File: src/hdl/mgmt_mode_consts.vh
/*
 constants for the management mode save-area control block.
 assumes inclusion by bare name from hdl/ sources.
*/
`ifndef MGMT_MODE_CONSTS_VH
`define MGMT_MODE_CONSTS_VH
// ==========================================================
// save-area offsets (relative to the save-area base)
`define OFS_SAVE_AREA_BASE 32'h00007ef8
`define OFS_REVISION_WORD 32'h00007efc
`define OFS_IO_RESTART 32'h00007f00
`define OFS_HALT_RESTART 32'h00007f02
// ==========================================================
// revision word fields
`define REV_IO_RESTART_BIT 16
`define REV_RELOC_BIT 17
`define REV_BASE_VERSION 16'h0001
// ==========================================================
// reset values, field codes, handler entry address and segment shift
`define RST_SAVE_AREA_BASE 32'h00030000
`define IO_RESTART_CLEAR 8'h00
`define IO_RESTART_REDO 8'hff
`define HALT_RESTART_BIT 0
`define HANDLER_ENTRY_IP 32'h00008000
`define SEG_SHIFT 4
`endif

File: src/hdl/save_area_writer.v
/*
 save_area_writer: serialises the entry-time writes into the save area.
 assumes the memory port accepts one write per cycle while mem_ready is high.
*/
`include "mgmt_mode_consts.vh"
`default_nettype none
module save_area_writer (
   // clock and reset
   input wire core_clk,
   input wire srst,
   // control
   input wire start,
   input wire [31:0] base,
   input wire [31:0] revision,
   input wire halted_at_entry,
   output reg done,
   // memory write port
   output reg mem_we,
   output reg [31:0] mem_addr,
   output reg [31:0] mem_wdata,
   input wire mem_ready
);
   // ==========================================================
   // write sequencer
   localparam S_IDLE = 2'd0;
   localparam S_REV = 2'd1;
   localparam S_IO = 2'd2;
   localparam S_HALT = 2'd3;
   reg [1:0] state_q;

   always @(posedge core_clk) begin
      if (srst) begin
         state_q <= S_IDLE;
         done <= 1'b0;
         mem_we <= 1'b0;
         mem_addr <= 32'h00000000;
         mem_wdata <= 32'h00000000;
      end else begin
         done <= 1'b0;
         case (state_q)
            S_IDLE: begin
               mem_we <= 1'b0;
               if (start) begin
                  state_q <= S_REV;
                  mem_we <= 1'b1;
                  mem_addr <= base + `OFS_REVISION_WORD;
                  mem_wdata <= revision;
               end
            end
            S_REV: begin
               if (mem_ready) begin
                  state_q <= S_IO;
                  mem_addr <= base + `OFS_IO_RESTART;
                  mem_wdata <= {24'h000000, `IO_RESTART_CLEAR};
               end
            end
            S_IO: begin
               if (mem_ready) begin
                  state_q <= S_HALT;
                  mem_addr <= base + `OFS_HALT_RESTART;
                  mem_wdata <= {31'h00000000, halted_at_entry};
               end
            end
            S_HALT: begin
               if (mem_ready) begin
                  state_q <= S_IDLE;
                  mem_we <= 1'b0;
                  done <= 1'b1;
               end
            end
            default: state_q <= S_IDLE;
         endcase
      end
   end
endmodule
`default_nettype wire

File: src/hdl/mgmt_mode_save_area_control.v
/*
 mgmt_mode_save_area_control: management mode entry/resume control.
 assumes the core reports halt state, resume, and save-area fields read back
 by the handler; interrupt pin is asynchronous, controller message is core-clock.
*/
`include "mgmt_mode_consts.vh"
`default_nettype none
module mgmt_mode_save_area_control #(
   parameter IO_RESTART_SUPPORTED = 1,
   parameter RELOC_SUPPORTED = 1
) (
   // clock and reset
   input wire core_clk,
   input wire srst,
   input wire soft_init,
   // interrupt sources
   input wire mgmt_interrupt_pin_n,
   input wire mgmt_interrupt_msg,
   input wire nmi_req,
   input wire maskable_irq,
   // core status
   input wire core_halted,
   input wire resume_req,
   input wire [31:0] saved_base_field,
   input wire [7:0] io_restart_field,
   input wire [15:0] halt_restart_field,
   input wire [15:0] seg_selector,
   input wire [31:0] trapped_io_ip,
   input wire [31:0] next_io_ip,
   // save-area memory port
   output wire mem_we,
   output wire [31:0] mem_addr,
   output wire [31:0] mem_wdata,
   input wire mem_ready,
   // core control
   output reg in_mgmt_mode_q,
   output reg [31:0] save_area_base_q,
   output reg [15:0] code_seg_q,
   output reg [31:0] instruction_pointer_q,
   output reg [31:0] seg_base_q,
   output reg ip_load_q,
   output reg reenter_halt_q,
   output reg refetch_halt_q,
   output reg halt_bus_cycle_q,
   output reg wake_from_halt_q,
   output reg nmi_service_q,
   output reg [31:0] revision_word_q
);
   // ==========================================================
   // revision word
   function [31:0] make_revision;
      input io_ok;
      input reloc_ok;
      begin
         make_revision = {14'h0000, reloc_ok, io_ok, `REV_BASE_VERSION};
      end
   endfunction

   wire [31:0] revision_d = make_revision(IO_RESTART_SUPPORTED != 0,
                                          RELOC_SUPPORTED != 0);

   // ==========================================================
   // input synchronisers and request detection
   reg pin_s1_q;
   reg pin_s2_q;
   reg pin_s3_q;
   always @(posedge core_clk) begin
      if (srst) begin
         pin_s1_q <= 1'b0;
         pin_s2_q <= 1'b0;
         pin_s3_q <= 1'b0;
      end else begin
         pin_s1_q <= ~mgmt_interrupt_pin_n;
         pin_s2_q <= pin_s1_q;
         pin_s3_q <= pin_s2_q;
      end
   end
   wire pin_edge = pin_s2_q & ~pin_s3_q;
   wire mgmt_interrupt = pin_edge | mgmt_interrupt_msg;

   // ==========================================================
   // sequencer
   localparam S_RUN = 3'd0;
   localparam S_ENTRY = 3'd1;
   localparam S_HANDLER = 3'd2;
   localparam S_HALT_IN = 3'd3;
   localparam S_RESUME = 3'd4;
   reg [2:0] state_q;
   reg pending_q;
   reg halted_at_entry_q;
   reg nmi_latched_q;
   reg start_write_q;
   wire write_done;

   save_area_writer u_writer (
      .core_clk(core_clk),
      .srst(srst),
      .start(start_write_q),
      .base(save_area_base_q),
      .revision(revision_word_q),
      .halted_at_entry(halted_at_entry_q),
      .done(write_done),
      .mem_we(mem_we),
      .mem_addr(mem_addr),
      .mem_wdata(mem_wdata),
      .mem_ready(mem_ready)
   );

   // base register survives soft init: only srst and the resume state load it
   always @(posedge core_clk) begin
      if (srst) begin
         save_area_base_q <= `RST_SAVE_AREA_BASE;
      end else if (state_q == S_RESUME) begin
         // no alignment mask: overlapping regions need arbitrary bases
         save_area_base_q <= saved_base_field;
      end
   end

   always @(posedge core_clk) begin
      if (srst) begin
         state_q <= S_RUN;
         pending_q <= 1'b0;
         halted_at_entry_q <= 1'b0;
         nmi_latched_q <= 1'b0;
         start_write_q <= 1'b0;
         in_mgmt_mode_q <= 1'b0;
         code_seg_q <= 16'h0000;
         instruction_pointer_q <= 32'h00000000;
         seg_base_q <= 32'h00000000;
         ip_load_q <= 1'b0;
         reenter_halt_q <= 1'b0;
         refetch_halt_q <= 1'b0;
         halt_bus_cycle_q <= 1'b0;
         wake_from_halt_q <= 1'b0;
         nmi_service_q <= 1'b0;
         revision_word_q <= 32'h00000000;
      end else begin
         start_write_q <= 1'b0;
         ip_load_q <= 1'b0;
         refetch_halt_q <= 1'b0;
         halt_bus_cycle_q <= 1'b0;
         wake_from_halt_q <= 1'b0;
         nmi_service_q <= 1'b0;
         revision_word_q <= revision_d;
         // segment loads inside the mode use real-mode style bases
         seg_base_q <= {12'h000, seg_selector, 4'h0};
         // nmi is held off in the mode; a second request merges into one
         if (in_mgmt_mode_q && nmi_req)
            nmi_latched_q <= 1'b1;
         // one request arriving during the mode is remembered, not lost
         if (in_mgmt_mode_q && mgmt_interrupt)
            pending_q <= 1'b1;
         if (soft_init && !in_mgmt_mode_q)
            reenter_halt_q <= 1'b0;
         case (state_q)
            S_RUN: begin
               if (nmi_latched_q) begin
                  nmi_service_q <= 1'b1;
                  nmi_latched_q <= 1'b0;
                  // a request that meets the nmi slot waits; dropping it would lose a pulse
                  if (mgmt_interrupt)
                     pending_q <= 1'b1;
               end else if (mgmt_interrupt || pending_q) begin
                  pending_q <= 1'b0;
                  halted_at_entry_q <= core_halted;
                  reenter_halt_q <= 1'b0;
                  in_mgmt_mode_q <= 1'b1;
                  start_write_q <= 1'b1;
                  state_q <= S_ENTRY;
               end
            end
            S_ENTRY: begin
               if (write_done) begin
                  code_seg_q <= save_area_base_q[`SEG_SHIFT+15:`SEG_SHIFT];
                  instruction_pointer_q <= `HANDLER_ENTRY_IP;
                  ip_load_q <= 1'b1;
                  state_q <= S_HANDLER;
               end
            end
            S_HANDLER: begin
               if (resume_req)
                  state_q <= S_RESUME;
               else if (core_halted)
                  state_q <= S_HALT_IN;
            end
            S_HALT_IN: begin
               // only a maskable interrupt or hardware reset leaves this
               if (maskable_irq) begin
                  wake_from_halt_q <= 1'b1;
                  state_q <= S_HANDLER;
               end
            end
            S_RESUME: begin
               in_mgmt_mode_q <= 1'b0;
               state_q <= S_RUN;
               // a halt bit set by the handler is ignored unless the core was halted at entry
               if (halted_at_entry_q &&
                   halt_restart_field[`HALT_RESTART_BIT]) begin
                  reenter_halt_q <= 1'b1;
                  refetch_halt_q <= 1'b1;
                  halt_bus_cycle_q <= 1'b1;
               end
               if (io_restart_field == `IO_RESTART_REDO && IO_RESTART_SUPPORTED != 0) begin
                  instruction_pointer_q <= trapped_io_ip;
                  ip_load_q <= 1'b1;
               end else if (io_restart_field == `IO_RESTART_CLEAR) begin
                  instruction_pointer_q <= next_io_ip;
                  ip_load_q <= 1'b1;
               end
               // clear halt bit or no halt: core continues in order
               if (!halt_restart_field[`HALT_RESTART_BIT])
                  reenter_halt_q <= 1'b0;
            end
            default: state_q <= S_RUN;
         endcase
      end
   end
endmodule
`default_nettype wire

File: config.mk
export PLATFORM = sky130hd
export DESIGN_NAME = mgmt_mode_save_area_control
export DESIGN_NICKNAME = d
export VERILOG_FILES = /design/src/hdl/save_area_writer.v /design/src/hdl/mgmt_mode_save_area_control.v
export VERILOG_INCLUDE_DIRS = /design/src /design/src/hdl
export SDC_FILE = /design/constraint.sdc
export NUM_CORES = 1
export LEC_CHECK = 0
export BUFFER_PORTS_ARGS = -buffer_cell sky130_fd_sc_hd__buf_4
export CAP_MARGIN = 20
export CELL_PAD_IN_SITES_DETAIL_PLACEMENT = 1
export CELL_PAD_IN_SITES_GLOBAL_PLACEMENT = 1
export CORE_MARGIN = 4
export CORE_UTILIZATION = 32
export DETAILED_ROUTE_END_ITERATION = 8
export MAX_ROUTING_LAYER = met4
export PLACE_DENSITY_LB_ADDON = 0.1
export SLEW_MARGIN = 20
export SYNTH_ARGS = -nofsm -noshare
export SYNTH_HDL_FRONTEND = slang
export SYNTH_HIERARCHICAL = 1
export SYNTH_SLANG_ARGS = --single-unit
File: constraint.sdc
create_clock -name core_clk -period 1.9 [get_ports core_clk]
set_input_delay 0.19 -clock core_clk [delete_from_list [all_inputs] [get_ports core_clk]]
set_output_delay 0.19 -clock core_clk [all_outputs]
set_load 0.02 [all_outputs]
# Yosys cells after proc, flatten, opt, wreduce, memory -nomap -nowiden
# Index checks and enable logic that the tools add are counted.
[classes]
n_addsub = 3
mul = 0
n_div = 0
n_lt_le_gt_ge = 0
n_eq_ne = 18
n_shift = 0
n_mux = 54
bitwise = 9
reduce_logical = 26
[op_table]
columns = ["op", "n"]
rows = [
  ["$mux 32", 9],
  ["$pmux 32 s3", 2],
  ["$add 32x15->32 const B", 3],
  ["$pmux 32 s2", 1],
  ["$mux 1", 25],
  ["$mux 18", 1],
  ["$mux 3", 6],
  ["$ne 2x2->1 const B", 7],
  ["$pmux 3 s4", 1],
  ["$reduce_and 3->1", 3],
  ["$eq 8x8->1 const B", 1],
  ["$logic_not 8->1", 1],
  ["$mux 2", 4],
  ["$pmux 1 s2", 4],
  ["$pmux 2 s4", 1],
  ["$reduce_and 4->1", 2],
  ["$reduce_or 2->1", 4],
  ["$not 1->1", 7],
  ["$eq 3x2->1 const B", 2],
  ["$reduce_bool 2->1", 3],
  ["$reduce_and 5->1", 1],
  ["$eq 2x2->1 const B", 2],
  ["$logic_and 1x1->1", 4],
  ["$reduce_and 2->1", 2],
  ["14 further kinds", 14],
]
[word_totals]
regBits = 228
latchBits = 0
ram_bits = 0
mem_bits_ro = 0
in_bits = 146
wordCells = 135
mem_count = 0

# Depth between registers and ports, before layout
# Gate-level depths: netlist of run 1.
[depth]
ltp_word = 8
ltp_mapped = 9

# Cells and area by module
# The synthesis of run 1 kept the hierarchy.
[modules_own_cells]
columns = ["mod", "instances", "cells_per_inst", "area_per_inst_um2", "seq_area_each_um2"]
rows = [
  ["mgmt_mode_save_area_control", 1, 550, 4780.8, 2262.2],
  ["save_area_writer", 1, 566, 4410.5, 1361.3],
]

# Worst setup path after synthesis of run 1
# OpenSTA, ideal clock, no wires.
[synth_timing]
kind = "flip-flop to flip-flop"
start = "register save_area_base_q[2]"
end = "register u_writer.mem_addr[31]"
arrival_time_ns = 1.944
t_required_ns = 1.783
slack_ns = -0.161
stages_incl_launch_ff = 7
n_path_buf = 0
synth_period_minus_slack_ns = 2.061
cell_sequence = "dfxtp_1 ha_1 and4_1 nand3_1 o21a_1 or3_1 a32o_1"
[synth_via]
elab_chain_len = 3
elab_cells_between_ends = 7
[synth_rtl]
columns = ["element", "line", "text"]
rows = [
  ["start: declaration", "mgmt_mode_save_area_control.v:37", "output reg [31:0] save_area_base_q,"],
  ["start signal: assignment", "mgmt_mode_save_area_control.v:112", "save_area_base_q <= `RST_SAVE_AREA_BASE;"],
  ["start signal: assignment", "mgmt_mode_save_area_control.v:115", "save_area_base_q <= saved_base_field;"],
  ["$add 32x15->32 (no line)", "n/a", ""],
  ["$mux 32 (on tied branches)", "save_area_writer.v:58, save_area_writer.v:43, save_area_writer.v:51", ""],
  ["$pmux 32 s3 (*)", "save_area_writer.v:40", "case (state_q)"],
  ["end signal: assignment", "save_area_writer.v:46", "mem_addr <= base + `OFS_REVISION_WORD;"],
  ["end signal: assignment", "save_area_writer.v:53", "mem_addr <= base + `OFS_IO_RESTART;"],
  ["end signal: assignment", "save_area_writer.v:60", "mem_addr <= base + `OFS_HALT_RESTART;"],
  ["end: declaration", "save_area_writer.v:19", "output reg [31:0] mem_addr,"],
]
# Mark *: on every way between the ends. The rest lies on a longest branch, timed or not. The select of a mux whose other input is x is not followed.
# A chain may end at the register's enable or synchronous reset.

# Worst setup path after layout of run 1
[layout_timing]
start = "register save_area_base_q[13]"
end = "register u_writer.mem_addr[19]"
# Same word-level chain as after synthesis.

==> run metrics, run 1 <==
Via Count=9855; DRT iter0 DRCs=497; CTS max path bufs=2; initial antenna violation count=0; failing checks=negative setup slack; Initial Util=32.7%; Max-Cap Viols=0; critical path class=register to register; critical path endpoint category=register; R2R setup slack=-50 ps; synthesized area=9190 sq um; register bit total from synthesis=181; largest family of logic cells by synthesized area=simple AND/OR/NAND/NOR gates; register area share after synthesis=39.4%; Worst Path Max Fanout=4; vias in the first global route=10094; core area=28100 sq um; Setup Viol. Count Final=4; final instance area=14200 sq um; Vias/cell=5.00; Tightest Pin Transition=581 ps; first-pass GRT wire length=56800 um; CTS root buffer=clkbuf_16; Startpoint Class=register; Critical Path RT=2240 ps; hold endpoint=save_area_base_q[13]; number of synthesized flops with an enable pin=0; chip width=177 um; hold path depth=3; Die Y=177 um; crit path time final=1950 ps; Final Hold Viols=0; r2r worst-path depth=7; Syn Area/Cell=8.24 sq um; DRT Pass-1 Iters=5; RSZ-0062 raised after global routing=yes; WP data arrival=2290 ps; FF-to-FF End=u_writer/mem_addr[19]; port buffer count=301; H-tree depth=4; simple-gate area share of the yosys netlist=23.1%; worst setup margin=-47.3 ps; hold slack=19.5 ps; Min-Delay Startpoint=saved_base_field[13]; Skew-Pair Late Insertion Delay=430 ps; CP cell instances=or4_4 > buf_12 > buf_6 > o211ai_2 > o31a_1 > o21ai_2 > a311oi_2; Final ANT Viol Nets=0; DRC violations left=0; Pleak=6.12 nW; outcome=finished with violations; post-DP HPWL=27800 um; largest net degree at the start of global routing=114; Synth Area in Compound Gates=18.6%; # diodes=0; Syn. warnings=6; min-delay worst type=input pin to register; row count=61; CTS tree=yes; Layout Skew=15.4 ps; adder-cell share of the synthesized area=1.50%; Yosys cell types=79; mux cell area share after synthesis=4.40%; global route overflow=0; Final Slew Violations=0; pwr/cell area=1010 nW/um^2; die area=31500 sq um; XOR/XNOR Fraction of Synth Area=2.86%; IO Count=362; Sequential Area=3660 sq um; area of the multi-input gates=5290 sq um; layout cell share with drive strength beyond 1=39.8%; GRT Overall Usage=23.6%; placer congestion estimate=0.919; Max VDD drop=0.000579 V; total power draw=14.3 mW; most common cell after layout, fill and taps aside=buf_4; Layout area overhead=54.6%; most frequent cells in the layout=buf_4, dfxtp_1, a21oi_1, nand2_1, conb_1; per-cell routed wire length=19.2 um; final wirelength=37800 um; FFs w/ async S/R, synth=0%; f_max=0.514 GHz; slew margin rel.=61.2%; r2r startpoint=save_area_base_q[13]; Primary FF master, synth=dfxtp_1; crit path max-delay cell type=or4_4; clock transition at the registers of the reported paths=70 ps; dpl cell area=12600 sq um; max incr delay on CP=600 ps; Final nets=1738; period utilization=102%; number of clock sinks=181; leading area contributor after synthesis=dfxtp_1; Fillers=3395; top cell type's share of synthesized area=39.4%; Synth area leaders=dfxtp_1, a21oi_1, nand2_1; Mapped Cells=1116; CTS buffer count=17
==> synth_stat cells, drive strengths merged, types with 2 or more instances <==
master   count
o311a        2
nand3b       4
or3          4
o31a         2
a221oi       7
and3        36
o2bb2ai      2
dfxtp      181
nand2      136
xor2        11
nor4         6
and4         3
or4          3
ha          11
o211ai      17
nor2b       22
mux2        32
inv         19
o221ai       7
mux2i        4
nor3        21
o21a         5
nand2b       5
nand4       39
a31oi        8
o21ai       37
o311ai       2
nor2        89
nand3       54
xnor2       19
o31ai        2
a22oi        5
clkbuf      52
a311oi       3
a21boi       3
a21oi      145
a21o         2
a211oi       9
buf         88
a221o        3
==> flip-flops by register name, indices dropped and copies added, names as in the netlist, 2 cells and up <==
name / flops
seg_base_q: 16
state_q: 3
u_writer/state_q: 2
code_seg_q: 16
instruction_pointer_q: 32
save_area_base_q: 32
u_writer/mem_addr: 32
u_writer/mem_wdata: 32
==> worst max-delay path by stage <==
stage / end / slack, ps / startpoint / cells past startpoint
6_report: u_writer/mem_addr[19] / -50 / save_area_base_q[13] / 7
5_1_grt: u_writer/mem_addr[19] / -110 / save_area_base_q[13] / 7
4_1_cts: u_writer/mem_addr[31] / -50 / save_area_base_q[3] / 6
3_5_place_dp: u_writer/mem_addr[20] / -170 / u_writer/state_q[1] / 9
3_3_place_gp: u_writer/mem_addr[18] / -140 / u_writer/state_q[0] / 9
2_1_floorplan: u_writer/mem_addr[26] / -80 / save_area_base_q[5] / 7
==> timing repair <==
item,4_1_cts,5_1_grt
hold buffers,42,0
pin swaps,9,40
hold endpoints to repair,42,0
setup endpoints to repair,24,41
buffers inserted,7,14
resized for setup,25,88
==> metrics by stage <==
| step | util, % | setup TNS [ps] | setup WS (ps) | cells |
|---|---|---|---|---|
| finish | 50.6 | -109 | -47.3 | 1972 |
| global placement | 44.9 | -1020 | -142 | 1879 |
| global route | 50.6 | -890 | -112 | 1972 |
| detailed placement | 44.9 | -1540 | -170 | 1879 |
| CTS | 48.9 | -74.6 | -45.2 | 1959 |
| floorplan | - | -257 | -78.5 | 1189 |
==> where the power goes <==
group	internal [mW]	switching (mW)	total [mW]	leakage, nW
sequential	4.28	0.339	4.62	1.48
clock	1.77	1.80	3.57	0.286
combinational	2.66	3.44	6.09	4.35
total	8.71	5.58	14.3	6.12
==> per-layer routing <==
layer	track usage, %	vias to the layer above	part of all wire [%]	wire length, um
li1	-	4738	-	-
met1	29.1	4796	42	16000
met2	40.3	287	51	19100
met3	4.88	34	5.9	2240
met4	4.67	0	1.3	493
met5	-	-	0	0
==> logic make-up (layout without fill, tap and decap cells) <==
family / count (synthesis) / after routing
AOI/OAI and AO/OA: 272 / 272
buffers and inverters: 159 / 564
muxes: 36 / 36
DFF: 181 / 181
adders and majority gates: 11 / 11
xor gates and xnor gates: 30 / 30
and+or+nand+nor: 426 / 426
other: 1 / 74
==> final cells by class <==
| class | instances | share of cell area, % |
|---|---|---|
| clock inverters | 14 | 1.07 |
| multi-input cells | 849 | 37.3 |
| inverters | 19 | 0.537 |
| well taps | 378 | 3.33 |
| repair buffers | 513 | 29.1 |
| flip-flops and latches | 181 | 25.7 |
| clock buffers | 18 | 3.02 |
==> worst max-delay path: cells and delay by family, from the launching register on <==
family                 cells  cell delay [ps]
AO/OA/AOI/OAI              4              630
AND/OR/NAND/NOR            1              600
flip-flops                 1              350
buffers and inverters      2              280
Note: power is estimated with default switching activity, not from simulation.
==> inputs of run 2 (changes only) <==
- PLACE_DENSITY: default -> 0.76
- PLACE_DENSITY_LB_ADDON: 0.1 -> default
==> run metrics, run 2 (synthesis gave the netlist of run 1 again) <==
Die Y=177 um (unchanged); row count=61 (unchanged); family with the most delay on the worst path=compound AO/OA/AOI/OAI gates; Pleak=6.06 nW (-0.95%); Layout area overhead=54.3%; post-DP HPWL=28200 um (+1.6%); Final ANT Viol Nets=0 (unchanged); die area=31500 sq um (unchanged); period utilization=102% (-0.68 points); worst setup margin=-34.4 ps (+12.9 ps); CTS root buffer=clkbuf_16; GRT Overall Usage=24.5% (+0.92 points); Final Hold Viols=0 (unchanged); setup_tns=-55.2 ps (+53.4 ps); Tightest Pin Transition=741 ps (+159 ps); core area=28100 sq um (unchanged); per-cell routed wire length=20.1 um (+4.9%); Final nets=1737 (-0.058%); largest net degree at the start of global routing=93 (-18%); CTS tree=yes; placer congestion estimate=0.888 (-3.4%); Layout Skew=14.3 ps (-1.08 ps); DRT Pass-1 Iters=5 (unchanged); DRT iter0 DRCs=499 (+0.40%); min-delay worst type=input pin to register; Worst Path Max Fanout=4 (unchanged); Max VDD drop=0.000502 V (-13%); DRC violations left=0 (unchanged); most frequent cells in the layout=buf_4, dfxtp_1, a21oi_1, nand2_1, conb_1; final wirelength=39600 um (+4.8%); Skew-Pair Late Insertion Delay=440 ps (about the same); CTS max path bufs=2 (unchanged); chip width=177 um (unchanged); Startpoint Class=register; Setup Viol. Count Final=4 (unchanged); outcome=finished with violations; CTS buffer count=17 (unchanged); crit path time final=1930 ps (-12.9 ps); critical path endpoint category=register; max incr delay on CP=390 ps (-210 ps); hold path depth=3 (unchanged); first-pass GRT wire length=59300 um (+4.4%); layout cell share with drive strength beyond 1=40.3% (+0.43 points); Initial Util=32.7% (unchanged); port buffer count=301 (unchanged); FF-to-FF End=u_writer/mem_addr[30]; clock transition at the registers of the reported paths=80 ps (about the same); most common cell after layout, fill and taps aside=buf_4; worst path buffer plus inverter count=0 (-2); H-tree depth=4 (unchanged); hold slack=21.3 ps (+1.76 ps); slew margin rel.=50.6% (-11 points); initial antenna violation count=2 (+2); global route overflow=0 (unchanged); RSZ-0062 raised after global routing=yes; Min-Delay Startpoint=saved_base_field[6]; Critical Path RT=2200 ps (-40 ps); critical path class=register to register; Vias/cell=5.10 (+2.0%); IO Count=362 (unchanged); pwr/cell area=1020 nW/um^2 (+1.7%); failing checks=negative setup slack; WP data arrival=2240 ps (-50 ps); Max-Cap Viols=0 (unchanged); R2R setup slack=-30 ps (about the same); number of clock sinks=181 (unchanged); Final Slew Violations=0 (unchanged); r2r worst-path depth=7 (unchanged); vias in the first global route=10558 (+4.6%); Via Count=10048 (+2.0%); f_max=0.517 GHz (+0.67%); Final Util=50.5% (-0.10 points); crit path max-delay cell type=dfxtp_4; r2r startpoint=save_area_base_q[2]; hold endpoint=save_area_base_q[6]; CP cell instances=ha_2 > nand4_1 > o211ai_2 > nor4b_2 > xor2_1 > a221oi_2 > a211oi_1
[run 2: changes by cell type in the layout (fill, tap and decap cells not counted), sizes merged]
cell         delta
buf             -2
inv             -1
clkbuf          -1
diode           +1
bufinv          +1
dlygate4sd3     +1
[run 2: cell type report]
type	instances	area (sq um)
fill	3431	13900
timing repair buffer	512	4110
tap	378	473
multi-input combinational	849	5270
clock inverter	14	158
sequential	181	3660
antenna	1	2.50
clock buffer	17	425
inverter	19	76.3
[run 2: worst reg2reg max path: stages, from the launching register on]
cell and delay [ps]:
dfxtp_4 390, ha_2 190, nand4_1 180, o211ai_2 280, nor4b_2 270, xor2_1 120, a221oi_2 300, a211oi_1 90
[run 2: metal layers]
layer	GRT usage [%]	vias up	wire, um
met1	27.8	4899	15600
met3	5.67	54	2690
met5	-	-	0
met4	6.12	0	748
met2	43.7	356	20600
li1	-	4739	-
[run 2: where the power goes]
part	internal, mW	switching, mW	total, mW
clock	1.87	1.84	3.71
sequential	4.28	0.336	4.62
combinational	2.64	3.53	6.17
[run 2: how the worst max path moves through the flow]
stage,slack (ps),startpoint,endpoint,cells past startpoint
3_3_place_gp,-60,save_area_base_q[15],u_writer/mem_addr[21],7
6_report,-30,save_area_base_q[2],u_writer/mem_addr[30],7
2_1_floorplan,-80,save_area_base_q[5],u_writer/mem_addr[26],7
4_1_cts,-20,u_writer/state_q[0],u_writer/mem_addr[13],11
5_1_grt,-150,save_area_base_q[2],u_writer/mem_addr[30],7
3_5_place_dp,-140,u_writer/state_q[0],u_writer/mem_addr[22],9
[run 2: timing repair]
item                       CTS  global route
setup endpoints to repair   29            40
pin swaps                   10            42
hold endpoints to repair    43             0
hold buffers                43             0
cloned                       0             0
gates resized for setup     38            85
setup buffers                6            12
[run 2: per-stage QoR]
step / setup WS [ps] / instances / power, mW / cell area, sq um
global route: -149 / 1971 / 15.2 / 14200
detailed placement: -137 / 1880 / 10.0 / 12600
global placement: -61.3 / 1880 / 9.85 / 12600
CTS: -23.1 / 1959 / 14.1 / 13800
finish: -34.4 / 1971 / 14.5 / 14200
floorplan: -78.5 / 1189 / 7.63 / 9500
==> inputs of run 3 (changes only) <==
- SKIP_LAST_GASP: default -> 1
==> run metrics, run 3 (synthesis gave the netlist of run 1 again) <==
outcome=finished with violations; failing checks=negative setup slack; per-cell routed wire length=20.0 um (-0.40%); Startpoint Class=register; CTS root buffer=clkbuf_16; Final Hold Viols=0 (unchanged); Worst Path Max Fanout=6 (+2); number of clock sinks=181 (unchanged); Die Y=177 um (unchanged); Final nets=1744 (+0.40%); chip width=177 um (unchanged); placer congestion estimate=0.888 (unchanged); Layout Skew=15.0 ps (+0.692 ps); Setup Viol. Count Final=6 (+2); crit path time final=1940 ps (+3.87 ps); RSZ-0062 raised after global routing=yes; Max-Cap Viols=0 (unchanged); global route overflow=0 (unchanged); Initial Util=32.7% (unchanged); CTS buffer count=17 (unchanged); pwr/cell area=1020 nW/um^2 (about the same); die area=31500 sq um (unchanged); final wirelength=39600 um (about the same); Critical Path RT=2220 ps (+20 ps); DRT iter0 DRCs=442 (-11%); vias in the first global route=10544 (-0.13%); Pleak=6.10 nW (+0.69%); critical path endpoint category=register; critical path class=register to register; f_max=0.516 GHz (-0.20%); most common cell after layout, fill and taps aside=buf_4; Final ANT Viol Nets=0 (unchanged); slew margin rel.=51.5% (+0.82 points); Skew-Pair Late Insertion Delay=440 ps (about the same); IO Count=362 (unchanged); port buffer count=301 (unchanged); setup_tns=-124 ps (-69.2 ps); dpl cell area=12600 sq um (unchanged); largest net degree at the start of global routing=93 (unchanged); CTS max path bufs=2 (unchanged); Max VDD drop=0.000618 V (+23%); layout cell share with drive strength beyond 1=40.0% (-0.24 points); final instance area=14200 sq um (unchanged); worst setup margin=-38.2 ps (-3.87 ps); post-DP HPWL=28200 um (unchanged); clock transition at the registers of the reported paths=80 ps (about the same); initial antenna violation count=2 (unchanged); Final Slew Violations=0 (unchanged); Tightest Pin Transition=728 ps (-12.4 ps); most frequent cells in the layout=buf_4, dfxtp_1, a21oi_1, nand2_1, conb_1; min-delay worst type=input pin to register; CTS tree=yes; GRT Overall Usage=24.5% (about the same); DRT Pass-1 Iters=4 (-1); period utilization=102% (+0.20 points); row count=61 (unchanged); Via Count=10075 (+0.27%); H-tree depth=4 (unchanged); DRC violations left=0 (unchanged); Vias/cell=5.09 (about the same); WP data arrival=2260 ps (+20 ps); core area=28100 sq um (unchanged); first-pass GRT wire length=59300 um (about the same); Layout area overhead=54.3% (unchanged)
run 3: changes by cell type in the layout (fill, tap and decap cells not counted), moves of 2 or more:
cell,previous run,this run
a21oi_1,137,139
a21oi_2,8,6
buf_4,445,454
ha_1,5,7
nor2_2,10,8
run 3: repair_timing:
| item | CTS | global route |
|---|---|---|
| hold buffers | 43 | 0 |
| pin swaps | 7 | 38 |
| setup buffers | 6 | 18 |
| endpoints found under the setup margin | 29 | 40 |
| gates resized for setup | 36 | 76 |
| endpoints found under the hold margin | 43 | 0 |
run 3: worst paths after layout:
| kind | depth (start not counted) | startpoint | to | slack [ps] |
|---|---|---|---|---|
| worst min-delay path | 3 | saved_base_field[6] | save_area_base_q[6] | 20 |
| worst min register to register | 1 | pin_s1_q | pin_s2_q | 450 |
| worst max register to register | 6 | save_area_base_q[14] | u_writer/mem_addr[26] | -40 |
| worst max-delay path | 6 | save_area_base_q[14] | u_writer/mem_addr[26] | -40 |
run 3: worst max-delay path: stages, from the launching register on:
cell and delay (ps):
dfxtp_2 340, or4_4 600, buf_4 170, nor2_4 100, mux2_4 320, o221ai_4 200
a21oi_2 90
run 3: power by group:
part           internal, mW  total (mW)  leakage, nW  switching [mW]
clock network          1.87        3.72        0.289            1.85
registers              4.28        4.62         1.48           0.334
logic                  2.68        6.18         4.33            3.49
run 3: final cells by class:
type | instances | area, sq um
sequential | 181 | 3660
tap | 378 | 473
multi-input combinational | 849 | 5230
antenna | 1 | 2.50
clock inverter | 14 | 158
fill | 3438 | 13900
timing repair buffer | 519 | 4150
clock buffer | 17 | 425
inverter | 19 | 73.8
run 3: per-layer routing:
metal  GRT usage (%)  wire length, um
met5               -                0
met4            5.99              808
met3            5.65             2520
met2            43.7            20600
met1            27.9            15600
run 3: metrics by stage:
stage	utilization (%)	power (mW)	hold slack, ps	setup slack (ps)	cells
2_1_floorplan	-	7.63	257	-78.5	1189
3_3_place_gp	44.9	9.85	368	-61.3	1880
3_5_place_dp	44.9	10.0	371	-137	1880
4_1_cts	49.1	14.1	2.74	-27.1	1959
5_1_grt	50.5	15.2	23.2	-156	1978
6_report	50.5	14.5	20.2	-38.2	1978
